--- config.mk ---
export PLATFORM = sky130hd
export DESIGN_NAME = adc_diag_config
export DESIGN_NICKNAME = d
export VERILOG_FILES = /design/src/logic/chop_rate_divider.v /design/src/logic/adc_diag_config.v
export VERILOG_INCLUDE_DIRS = /design/src /design/src/logic
export SDC_FILE = /design/constraint.sdc
export NUM_CORES = 1
export LEC_CHECK = 0
export BUFFER_PORTS_ARGS = -buffer_cell sky130_fd_sc_hd__buf_2
export CAP_MARGIN = 20
export CORE_MARGIN = 2
export CORE_UTILIZATION = 30
export DETAILED_ROUTE_END_ITERATION = 10
export PLACE_DENSITY_LB_ADDON = 0.08
export SETUP_SLACK_MARGIN = 0.02
export SLEW_MARGIN = 15
export SYNTH_ARGS = -nofsm -noshare
export SYNTH_HDL_FRONTEND = slang
export SYNTH_SLANG_ARGS = --single-unit
export TNS_END_PERCENT = 30
--- constraint.sdc ---
create_clock -name aclk -period 3.7 [get_ports aclk]
set_clock_uncertainty 0.1 [all_clocks]
set_input_delay 1.11 -clock aclk [delete_from_list [all_inputs] [get_ports aclk]]
set_output_delay 1.11 -clock aclk [all_outputs]
set_load 0.02 [all_outputs]
--- src/logic/adc_diag_defs.vh ---
/*
 Constants of the diagnostic, chop and modulator delay register bank.
 Assumes it is included by its bare name from logic/ sources.
*/
// Behaviour
// - group assignment steers A or B selection
// - test selections at [2:0] and [6:4]
// - code 011 applies positive full scale
// - code 100 applies negative full scale
// - code 101 applies zero scale
// - diag mux control at 0x57, reset 0x00
// - delay field 00 none, 11 all
// - delay field 01 ch0/1, 10 ch2/3
// - modulator delay control at 0x58, reset 0x02
// - chop control 0x59, reset 0x0A, fields
// - chop code 01 divides modulator clock by 8
// - chop code 10 divides modulator clock by 32
// - receive select bit connects channel to diagnostic
`ifndef ADC_DIAG_DEFS_VH
`define ADC_DIAG_DEFS_VH

// register indices; byte address is four times the index
`define GROUP_ASSIGN_IDX        7'h03
`define DIAG_RX_SELECT_IDX      7'h56
`define DIAG_MUX_CONTROL_IDX    7'h57
`define MOD_DELAY_CONTROL_IDX   7'h58
`define CHOP_RATE_CONTROL_IDX   7'h59

// reset values
`define GROUP_ASSIGN_RST        8'h00
`define DIAG_RX_SELECT_RST      8'h00
`define DIAG_MUX_CONTROL_RST    8'h00
`define MOD_DELAY_CONTROL_RST   8'h02
`define CHOP_RATE_CONTROL_RST   8'h0a

// writable bit masks
`define GROUP_ASSIGN_MASK       8'h0f
`define DIAG_RX_SELECT_MASK     8'h33
`define DIAG_MUX_CONTROL_MASK   8'h77
`define MOD_DELAY_CONTROL_MASK  8'h0f
`define CHOP_RATE_CONTROL_MASK  8'h0f

// field positions
`define GRP_A_SEL_MSB           2
`define GRP_A_SEL_LSB           0
`define GRP_B_SEL_MSB           6
`define GRP_B_SEL_LSB           4
`define DELAY_EN_MSB            3
`define DELAY_EN_LSB            2
`define GRP_A_CHOP_MSB          3
`define GRP_A_CHOP_LSB          2
`define GRP_B_CHOP_MSB          1
`define GRP_B_CHOP_LSB          0
`define RX_CH0_BIT              0
`define RX_CH1_BIT              1
`define RX_CH2_BIT              4
`define RX_CH3_BIT              5

// test selection codes
`define TEST_OFF                3'h0
`define TEST_POS_FULL           3'h3
`define TEST_NEG_FULL           3'h4
`define TEST_ZERO               3'h5

// delayed clock codes
`define DELAY_NONE              2'h0
`define DELAY_CH01              2'h1
`define DELAY_CH23              2'h2
`define DELAY_ALL               2'h3

// chop codes and divide ratios in modulator clocks
`define CHOP_DIV8               2'h1
`define CHOP_DIV32              2'h2
`define CHOP_RATIO_FAST         8
`define CHOP_RATIO_SLOW         32

// axi responses
`define RESP_OKAY               2'h0
`define RESP_SLVERR             2'h2

`endif

--- src/logic/chop_rate_divider.v ---
/*
 Chop square wave generator for one channel group.
 Assumes aclk is the modulator clock and the rate code is synchronous.
*/
`timescale 1ns/1ps
`default_nettype none
`include "adc_diag_defs.vh"

module chop_rate_divider #(
   parameter integer FAST_RATIO = `CHOP_RATIO_FAST,
   parameter integer SLOW_RATIO = `CHOP_RATIO_SLOW
) (
   // clock and reset
   input  wire       aclk,
   input  wire       aresetn,
   // rate code from the chop register
   input  wire [1:0] rate_code,
   // chop phase
   output reg        chop_reg
);

   reg  [4:0] count_reg;
   reg  [1:0] code_reg;
   wire       fast;
   wire       slow;
   wire [4:0] half_last;

   assign fast      = (rate_code == `CHOP_DIV8);
   assign slow      = (rate_code == `CHOP_DIV32);
   assign half_last = fast ? FAST_RATIO[5:1] - 5'd1 : SLOW_RATIO[5:1] - 5'd1;

   // a rate change restarts the phase so no short half period is stretched
   always @(posedge aclk) begin
      if (!aresetn) begin
         count_reg <= 5'd0;
         chop_reg  <= 1'b0;
         code_reg  <= `CHOP_DIV32;
      end else begin
         code_reg <= rate_code;
         if ((!fast && !slow) || (code_reg != rate_code)) begin
            count_reg <= 5'd0;
            chop_reg  <= 1'b0;
         end else if (count_reg == half_last) begin
            count_reg <= 5'd0;
            chop_reg  <= ~chop_reg;
         end else begin
            count_reg <= count_reg + 5'd1;
         end
      end
   end

endmodule
`default_nettype wire

--- src/logic/adc_diag_config.v ---
/*
 Diagnostic multiplexer, modulator delay and chop register bank with an
 AXI4-Lite slave and per-channel control outputs for four channels.
 Assumes one clock (the modulator clock, aclk), a synchronous low reset,
 a master keeping one write and one read outstanding at most, and 32-bit
 data; registers sit at four times their index.
*/
`timescale 1ns/1ps
`default_nettype none
`include "adc_diag_defs.vh"

module adc_diag_config #(
   parameter integer ADDR_W = 9
) (
   // clock and reset
   input  wire              aclk,
   input  wire              aresetn,
   // write address channel
   input  wire [ADDR_W-1:0] s_axi_awaddr,
   input  wire [2:0]        s_axi_awprot,
   input  wire              s_axi_awvalid,
   output wire              s_axi_awready,
   // write data channel
   input  wire [31:0]       s_axi_wdata,
   input  wire [3:0]        s_axi_wstrb,
   input  wire              s_axi_wvalid,
   output wire              s_axi_wready,
   // write response channel
   output reg  [1:0]        s_axi_bresp,
   output reg               s_axi_bvalid,
   input  wire              s_axi_bready,
   // read address channel
   input  wire [ADDR_W-1:0] s_axi_araddr,
   input  wire [2:0]        s_axi_arprot,
   input  wire              s_axi_arvalid,
   output wire              s_axi_arready,
   // read data channel
   output reg  [31:0]       s_axi_rdata,
   output reg  [1:0]        s_axi_rresp,
   output reg               s_axi_rvalid,
   input  wire              s_axi_rready,
   // diagnostic voltage steering, one bit per channel
   output reg  [3:0]        diag_channel_connect,
   output reg  [3:0]        positive_full_scale_apply,
   output reg  [3:0]        negative_full_scale_apply,
   output reg  [3:0]        zero_scale_apply,
   // modulator clock delay, one bit per channel
   output reg  [3:0]        delayed_modulator_clock_enable,
   // chop phase, one bit per channel
   output reg  [3:0]        channel_chop
);

   localparam IDX_W = ADDR_W - 2;

   // register storage
   reg  [7:0]       group_assign_reg;
   reg  [7:0]       diag_rx_select_reg;
   reg  [7:0]       diag_mux_control_reg;
   reg  [7:0]       modulator_delay_control_reg;
   reg  [7:0]       chop_rate_control_reg;

   // write side holding state
   reg              aw_held_reg;
   reg              w_held_reg;
   reg  [IDX_W-1:0] aw_idx_reg;
   reg  [7:0]       wdata_reg;
   reg              wlane_reg;

   // read side
   wire [IDX_W-1:0] ar_idx;
   reg  [7:0]       read_byte;
   reg              read_hit;

   // write commit
   wire             commit;
   reg              write_hit;

   // derived fields
   wire [2:0]       group_a_test_voltage_select;
   wire [2:0]       group_b_test_voltage_select;
   wire [1:0]       delay_field;
   wire [1:0]       group_a_chop_rate;
   wire [1:0]       group_b_chop_rate;
   wire [3:0]       rx_per_channel;
   wire             group_a_chop;
   wire             group_b_chop;

   // per-channel next values
   wire [3:0]       connect_next;
   wire [3:0]       pos_next;
   wire [3:0]       neg_next;
   wire [3:0]       zero_next;
   reg  [3:0]       delay_next;
   wire [3:0]       chop_next;
   genvar           gi;

   // per-register store strobes
   wire             store;
   wire             store_assign;
   wire             store_rx_select;
   wire             store_mux;
   wire             store_delay;
   wire             store_chop;

   // the prot fields carry no meaning for this bank
   wire             unused_prot;
   assign unused_prot = ^{s_axi_awprot, s_axi_arprot,
                          s_axi_wstrb[3:1], s_axi_wdata[31:8]};

   // each write channel is taken once and held until the write commits
   assign s_axi_awready = !aw_held_reg && !s_axi_bvalid;
   assign s_axi_wready  = !w_held_reg && !s_axi_bvalid;
   assign s_axi_arready = !s_axi_rvalid;
   assign commit        = aw_held_reg && w_held_reg && !s_axi_bvalid;

   always @(posedge aclk) begin
      if (!aresetn) begin
         aw_held_reg <= 1'b0;
         w_held_reg  <= 1'b0;
         aw_idx_reg  <= {IDX_W{1'b0}};
         wdata_reg   <= 8'h00;
         wlane_reg   <= 1'b0;
      end else begin
         if (s_axi_awvalid && s_axi_awready) begin
            aw_held_reg <= 1'b1;
            aw_idx_reg  <= s_axi_awaddr[ADDR_W-1:2];
         end else if (commit) begin
            aw_held_reg <= 1'b0;
         end
         if (s_axi_wvalid && s_axi_wready) begin
            w_held_reg <= 1'b1;
            wdata_reg  <= s_axi_wdata[7:0];
            wlane_reg  <= s_axi_wstrb[0];
         end else if (commit) begin
            w_held_reg <= 1'b0;
         end
      end
   end

   // decode of the held write address
   always @* begin
      case (aw_idx_reg)
         `GROUP_ASSIGN_IDX:      write_hit = 1'b1;
         `DIAG_RX_SELECT_IDX:    write_hit = 1'b1;
         `DIAG_MUX_CONTROL_IDX:  write_hit = 1'b1;
         `MOD_DELAY_CONTROL_IDX: write_hit = 1'b1;
         `CHOP_RATE_CONTROL_IDX: write_hit = 1'b1;
         default:                write_hit = 1'b0;
      endcase
   end

   // a clear strobe on lane 0 leaves the register untouched but answers okay
   assign store           = commit && wlane_reg;
   assign store_assign    = store && (aw_idx_reg == `GROUP_ASSIGN_IDX);
   assign store_rx_select = store && (aw_idx_reg == `DIAG_RX_SELECT_IDX);
   assign store_mux       = store && (aw_idx_reg == `DIAG_MUX_CONTROL_IDX);
   assign store_delay     = store && (aw_idx_reg == `MOD_DELAY_CONTROL_IDX);
   assign store_chop      = store && (aw_idx_reg == `CHOP_RATE_CONTROL_IDX);

   always @(posedge aclk) begin
      if (!aresetn) begin
         group_assign_reg <= `GROUP_ASSIGN_RST;
      end else if (store_assign) begin
         group_assign_reg <= wdata_reg & `GROUP_ASSIGN_MASK;
      end
   end

   always @(posedge aclk) begin
      if (!aresetn) begin
         diag_rx_select_reg <= `DIAG_RX_SELECT_RST;
      end else if (store_rx_select) begin
         diag_rx_select_reg <= wdata_reg & `DIAG_RX_SELECT_MASK;
      end
   end

   always @(posedge aclk) begin
      if (!aresetn) begin
         diag_mux_control_reg <= `DIAG_MUX_CONTROL_RST;
      end else if (store_mux) begin
         diag_mux_control_reg <= wdata_reg & `DIAG_MUX_CONTROL_MASK;
      end
   end

   // reserved low bits stored as written; keeping 0x2 is up to software
   always @(posedge aclk) begin
      if (!aresetn) begin
         modulator_delay_control_reg <= `MOD_DELAY_CONTROL_RST;
      end else if (store_delay) begin
         modulator_delay_control_reg <=
            wdata_reg & `MOD_DELAY_CONTROL_MASK;
      end
   end

   always @(posedge aclk) begin
      if (!aresetn) begin
         chop_rate_control_reg <= `CHOP_RATE_CONTROL_RST;
      end else if (store_chop) begin
         chop_rate_control_reg <= wdata_reg & `CHOP_RATE_CONTROL_MASK;
      end
   end

   // write response one cycle after both halves are held
   always @(posedge aclk) begin
      if (!aresetn) begin
         s_axi_bvalid <= 1'b0;
         s_axi_bresp  <= `RESP_OKAY;
      end else if (commit) begin
         s_axi_bvalid <= 1'b1;
         s_axi_bresp  <= write_hit ? `RESP_OKAY : `RESP_SLVERR;
      end else if (s_axi_bready) begin
         s_axi_bvalid <= 1'b0;
      end
   end

   // read decode; unused bits of every register read as zero
   assign ar_idx = s_axi_araddr[ADDR_W-1:2];

   always @* begin
      read_hit  = 1'b1;
      read_byte = 8'h00;
      case (ar_idx)
         `GROUP_ASSIGN_IDX:      read_byte = group_assign_reg;
         `DIAG_RX_SELECT_IDX:    read_byte = diag_rx_select_reg;
         `DIAG_MUX_CONTROL_IDX:  read_byte = diag_mux_control_reg;
         `MOD_DELAY_CONTROL_IDX: read_byte = modulator_delay_control_reg;
         `CHOP_RATE_CONTROL_IDX: read_byte = chop_rate_control_reg;
         default:                read_hit  = 1'b0;
      endcase
   end

   always @(posedge aclk) begin
      if (!aresetn) begin
         s_axi_rvalid <= 1'b0;
         s_axi_rdata  <= 32'h0000_0000;
         s_axi_rresp  <= `RESP_OKAY;
      end else if (s_axi_arvalid && s_axi_arready) begin
         s_axi_rvalid <= 1'b1;
         s_axi_rdata  <= {24'h00_0000, read_byte};
         s_axi_rresp  <= read_hit ? `RESP_OKAY : `RESP_SLVERR;
      end else if (s_axi_rready) begin
         s_axi_rvalid <= 1'b0;
      end
   end

   // field extraction
   assign group_a_test_voltage_select =
      diag_mux_control_reg[`GRP_A_SEL_MSB:`GRP_A_SEL_LSB];
   assign group_b_test_voltage_select =
      diag_mux_control_reg[`GRP_B_SEL_MSB:`GRP_B_SEL_LSB];
   assign delay_field =
      modulator_delay_control_reg[`DELAY_EN_MSB:`DELAY_EN_LSB];
   assign group_a_chop_rate =
      chop_rate_control_reg[`GRP_A_CHOP_MSB:`GRP_A_CHOP_LSB];
   assign group_b_chop_rate =
      chop_rate_control_reg[`GRP_B_CHOP_MSB:`GRP_B_CHOP_LSB];

   // receive bits are spread over bits 0, 1, 4 and 5
   assign rx_per_channel = {diag_rx_select_reg[`RX_CH3_BIT],
                            diag_rx_select_reg[`RX_CH2_BIT],
                            diag_rx_select_reg[`RX_CH1_BIT],
                            diag_rx_select_reg[`RX_CH0_BIT]};

   // one chop generator per group; channels pick by assignment
   chop_rate_divider group_a_divider (
      .aclk      (aclk),
      .aresetn   (aresetn),
      .rate_code (group_a_chop_rate),
      .chop_reg  (group_a_chop)
   );

   chop_rate_divider group_b_divider (
      .aclk      (aclk),
      .aresetn   (aresetn),
      .rate_code (group_b_chop_rate),
      .chop_reg  (group_b_chop)
   );

   // per-channel steering of test voltage and chop phase
   generate
      for (gi = 0; gi < 4; gi = gi + 1) begin : steer
         wire       in_group_b;
         wire       rx_on;
         wire [2:0] ch_sel;
         // assignment bit low means group A
         assign in_group_b = group_assign_reg[gi];
         assign ch_sel     = in_group_b ? group_b_test_voltage_select
                                        : group_a_test_voltage_select;
         assign chop_next[gi] = in_group_b ? group_b_chop
                                           : group_a_chop;
         // a channel not enabled for receive never sees a test voltage
         assign rx_on            = rx_per_channel[gi];
         assign connect_next[gi] = rx_on;
         // reserved codes match none of the three checks
         assign pos_next[gi]  = rx_on && (ch_sel == `TEST_POS_FULL);
         assign neg_next[gi]  = rx_on && (ch_sel == `TEST_NEG_FULL);
         assign zero_next[gi] = rx_on && (ch_sel == `TEST_ZERO);
      end
   endgenerate

   // delayed modulator clock per channel pair
   always @* begin
      case (delay_field)
         `DELAY_NONE: delay_next = 4'h0;
         `DELAY_CH01: delay_next = 4'h3;
         `DELAY_CH23: delay_next = 4'hc;
         `DELAY_ALL:  delay_next = 4'hf;
         default:     delay_next = 4'h0;
      endcase
   end

   // outputs registered so the analog side sees glitch-free levels
   always @(posedge aclk) begin
      if (!aresetn) begin
         diag_channel_connect      <= 4'h0;
         positive_full_scale_apply <= 4'h0;
         negative_full_scale_apply <= 4'h0;
         zero_scale_apply          <= 4'h0;
      end else begin
         diag_channel_connect      <= connect_next;
         positive_full_scale_apply <= pos_next;
         negative_full_scale_apply <= neg_next;
         zero_scale_apply          <= zero_next;
      end
   end

   always @(posedge aclk) begin
      if (!aresetn) begin
         delayed_modulator_clock_enable <= 4'h0;
      end else begin
         delayed_modulator_clock_enable <= delay_next;
      end
   end

   // chop phase reaches the channel one cycle after its generator
   always @(posedge aclk) begin
      if (!aresetn) begin
         channel_chop <= 4'h0;
      end else begin
         channel_chop <= chop_next;
      end
   end

endmodule
`default_nettype wire

# Word level (Yosys, flattened, before mapping)
# Cells that the tools add are included.
[classes] addsub=2 multipliers=0 n_div=0 order_cmp=0 n_eq_ne=33 shifts=0 n_mux=23 n_bitwise=3 reduce_logical=48
[op_table] op="$eq 7x7->1 const B" n=8
[op_table] op="$pmux 7 s5" n=1
[op_table] op="$logic_and 1x1->1" n=27
[op_table] op="$eq 3x3->1 const B" n=8
[op_table] op="$pmux 4 s4" n=1
[op_table] op="$eq 7x2->1 const B" n=2
[op_table] op="$mux 1" n=13
[op_table] op="$eq 3x2->1 const B" n=4
[op_table] op="$mux 3" n=4
[op_table] op="$add 5x1->5 const B" n=2
[op_table] op="$eq 5x5->1" n=2
[op_table] op="$reduce_or 5->1" n=2
[op_table] op="$eq 2x2->1 const B" n=4
[op_table] op="$logic_not 1->1" n=8
[op_table] op="$mux 4" n=2
[op_table] op="$reduce_bool 2->1" n=4
[op_table] op="$eq 2x1->1 const B" n=3
[op_table] op="$reduce_or 3->1" n=2
[op_table] op="$mux 2" n=2
[op_table] op="$ne 2x2->1" n=2
[op_table] op="$reduce_or 2->1" n=2
[op_table] op="$not 1->1" n=3
[op_table] op="$logic_not 2->1" n=1
[op_table] op="$logic_or 1x1->1" n=2
[totals] reg_bits=93 latchBits=0 mem_bits_rw=0 rom_bits=0 inputBits=67 output_inout_bits=65 wordCells=136 memories=0

# Logic depth before layout (Yosys ltp)
[depth] ltp_word=5 ltp_mapped=6 mapped_depth_nobuf=6

# Modules after synthesis
# A second synthesis with hierarchy kept.
[unflattened] cells_unflattened=402 hier_area_um2=3923.8
[by_module_without_submodules] mod="adc_diag_config" n_inst=1 cells_each=334 area_each_um2=3255.6 seq_area_each_um2=1441.4
[by_module_without_submodules] mod="chop_rate_divider" n_inst=2 cells_each=34 area_each_um2=334.1 seq_area_each_um2=160.2

# Worst setup path before layout
# Ideal clock, no wire load.
[synth_path] path_kind="input to register" startpoint="input port s_axi_araddr[4]" endpoint="register s_axi_rresp[1]" setup_time_ns=0.115 arrival_ns=1.969 required_time_ns=3.485 setup_slack_ns=1.516 path_stages=4 n_path_buf=0 cell_sequence="or3_4 -> nor4_4 -> o41ai_1 -> and2_1"
[synth_via] elab_chain_len=4 word_cells_on_any_way=8 classes_between="eq/ne (5); mux (2); reduce/logical (1)"
[synth_lines] item="start: declaration" line="adc_diag_config.v:33" source="input wire [ADDR_W-1:0] s_axi_araddr,"
[synth_lines] item="$eq 7x7->1 / $eq 7x2->1 (equally long branches)" line="adc_diag_config.v:221" source="case (ar_idx)"
[synth_lines] item="$reduce_or 5->1 (no line) *"
[synth_lines] item="$mux 1 *" line="adc_diag_config.v:221"
[synth_lines] item="$mux 2 (no line) *"
[synth_lines] item="end signal: assignment" line="adc_diag_config.v:235" source="s_axi_rresp <= `RESP_OKAY;"
[synth_lines] item="end signal: assignment" line="adc_diag_config.v:239" source="s_axi_rresp <= read_hit ? `RESP_OKAY : `RESP_SLVERR;"
[synth_lines] item="end: declaration" line="adc_diag_config.v:39" source="output reg [1:0] s_axi_rresp,"
# Every way passes the cells marked *; elsewhere a longest branch is shown, timed or not.
# A chain may end at the register's enable or synchronous reset.

# Worst setup path after layout
[layout_path] startpoint="register s_axi_bvalid" endpoint="output port s_axi_wready"
[layout_via] elab_chain_len=2
[layout_lines] item="start: declaration" line="adc_diag_config.v:30" source="output reg s_axi_bvalid,"
[layout_lines] item="start signal: assignment" line="adc_diag_config.v:205" source="s_axi_bvalid <= 1'b0;"
[layout_lines] item="start signal: assignment" line="adc_diag_config.v:208" source="s_axi_bvalid <= 1'b1;"
[layout_lines] item="start signal: assignment" line="adc_diag_config.v:211" source="s_axi_bvalid <= 1'b0;"
[layout_lines] item="$logic_not 1->1" line="adc_diag_config.v:112" source="assign s_axi_wready = !w_held_reg && !s_axi_bvalid;"
[layout_lines] item="$logic_and 1x1->1" line="adc_diag_config.v:112"
[layout_lines] item="end: declaration" line="adc_diag_config.v:27" source="output wire s_axi_wready,"
# No other way between the ends.

==> results.cfg <==
[die]
initial_utilization_pct = 31.0
die_area_um2 = 14100
die_width_um = 119
core_um2 = 12700
ios = 132
rows = 41
die_h_um = 119

[final_layout]
layout_commonest_cell = dfxtp_1
syn_to_final_growth_pct = 14.9
final_nets = 547
drive_gt1_share_pct = 19.7
nFillCells = 1360
final_cell_mix = dfxtp_1, buf_2, nor2_1, mux2i_1
fin_cells = 651

[critical_path]
startpoint = s_axi_bvalid
critical_path.top_delay_family = flip-flops
cpPeakStageDelay_ns = 0.36
worst_path_max_delay_cell = dfxtp_1
cp.depth = 2
crit_buf_inv = 1
crit_end = s_axi_wready
cp.required_ns = 2.49
cp-start-kind = flip-flop
path_class = reg2out
end_kind = output pin
crit_chain = nor2_1, buf_2
rr_startpoint = chop_rate_control_reg[1]
rr_endpoint = group_b_divider.count_reg[2]
worstPathMaxFanout = 8
crit_arrival_ns = 1.07
reg2reg_depth = 6
r2r_slack_ns = 1.97

[clock_network]
numCtsBuffers = 9
post_cts_resized = 0
cts_tree = yes
root_buffer = clkbuf_16
cts_setup_buffers = 0
cts_sinks = 88
clk_pin_slew_ns = 0.06
holdBufCountCts = 0
clkLatencyLatePin_ns = 0.34
htreeDepth = 3
cts_max_path_buffers = 2

[routing]
initialDrtViolationCount = 105
dr.pass1.iters = 4
routedWlPerCell_um = 13.2
drcViolationCount = 0
num_vias = 2802
ant_nets = 0
drt_wl_total_mm = 8.58
via_per_inst = 4.30

[yosys]
synth_area_leaders = dfxtp_1, mux2i_1, buf_4
synth_top_cell_area_share_pct = 44.7
synth_edf_count = 0
synth.avg_cell_area_um2 = 9.42
ys_types = 50
synth_warnings = 0
dominantRegCellSynth = dfxtp_1
yosys.area.top_type = dfxtp_1
yosysSeqAreaShare_pct = 44.7
synth_cells = 419
synth-seq-cells = 88
synth-async-reset-ratio_pct = 0
synthesis.area_um2 = 3950

[global_route]
grt_max_degree = 38
grt_use_total_pct = 12.9
grt_pass1_vias = 2722
grt_pass1_wl_mm = 14.1
overflow = 0
antenna_found_initial = 1

[timing]
slew_headroom_pct = 64.2
final_hold_viol_count = 0
fmax_mhz = 438
fin_tns_setup_ns = 0
rsz0062_at_grt = no
tightest_slew_ns = 0.538
min_period_ns = 2.28
period_share_pct = 61.7
slew_viol_final = 0
setup_violations = 0

[placed_design]
placed_cells = 637
port_buffers = 66
gp_congestion = 0.764
dp_hpwl_mm = 6.34

[flow_run]
max-cap-violations = 0

[pwr]
power.leakage_nw = 1.97
max-vdd-ir-drop_mv = 0.168
p_per_area_nw_per_um2 = 436

[worst_hold_path]
min_path_type = reg2reg

[run_status]
status = complete, no violations
worst register-to-register path: cells and delay by family (launching register included):
| family | cells | cell delay [ns] |
|---|---|---|
| DFF | 1 | 0.33 |
| AOI/OAI and AO/OA | 1 | 0.22 |
| and+or+nand+nor | 3 | 0.70 |
| adders and majority gates | 1 | 0.17 |
| buffers and inverters | 1 | 0.11 |
cell usage after synthesis, drive strengths merged, types with 4 or more instances:
library cell,number
dfxtp,88
nor2,39
buf,38
mux2i,37
nand2,35
nor2b,35
a21oi,14
inv,14
a21boi,13
clkbuf,9
nand3,8
xnor2,8
and2,7
nand3b,7
o21ai,6
nor3b,5
and3b,4
ha,4
nand2b,4
nand4,4
nor3,4
xor2,4
routing by layer:
metal  vias up  share of wire (%)  GRT usage [%]
met2        73                 42           18.7
met4         0                2.4           6.77
met5         -                  0              0
li1       1461                  -              -
met3        12                5.5           3.57
met1      1256                 50           17.3
layout make-up:
type	instances	area, um^2	area share (%)
multi-input cells	296	1900	42.0
inverters	14	52.6	1.16
well taps	172	215	4.75
repair buffers	67	338	7.45
diodes	1	2.50	0.0552
flip-flops and latches	88	1760	38.9
clock inverters	1	5.00	0.110
clock buffers	12	256	5.66
how the worst min path moves through the flow:
stage,from,to,depth (start not counted)
finish,group_a_divider.count_reg[0],group_a_divider.count_reg[0],1
global route,group_b_divider.count_reg[0],group_b_divider.count_reg[0],1
CTS,group_a_divider.count_reg[0],group_a_divider.count_reg[0],1
detailed placement,group_a_divider.count_reg[0],group_a_divider.count_reg[0],1
global placement,group_a_divider.count_reg[0],group_a_divider.count_reg[0],1
floorplan,group_a_divider.count_reg[0],group_a_divider.count_reg[0],1
power breakdown:
part	internal, W	switching, W	leakage [nW]	total [W]
sequential	0.000972	0.0000235	0.714	0.000996
clock	0.000479	0.000346	0.130	0.000825
combinational	0.0000574	0.0000979	1.12	0.000155
cell families (layout without fill, tap and decap cells):
kind of cell	count (synthesis)	after routing	share of synthesized area, %
compound gates	43	43	7.20
xor+xnor	12	12	2.66
fa+ha+maj	4	4	1.27
buf+inv	61	94	9.61
flops	88	88	44.7
mux	40	40	10.2
other cells	1	28	0.0951
simple gates	170	170	24.3
through the flow:
| stage | utilization [%] | setup WS, ns | total power, W | hold slack [ns] | area (um^2) |
|---|---|---|---|---|---|
| after floorplan | - | 1.52 | 0.00115 | 0.318 | 4040 |
| after global placement | 33.6 | 1.18 | 0.00117 | 0.330 | 4270 |
| after detailed placement | 33.6 | 1.17 | 0.00117 | 0.341 | 4270 |
| after CTS | 35.6 | 1.39 | 0.00202 | 0.350 | 4530 |
| after global routing | 35.6 | 1.34 | 0.00208 | 0.390 | 4530 |
| final | 35.6 | 1.42 | 0.00198 | 0.344 | 4530 |
Note: power is estimated with default switching activity, not from simulation.
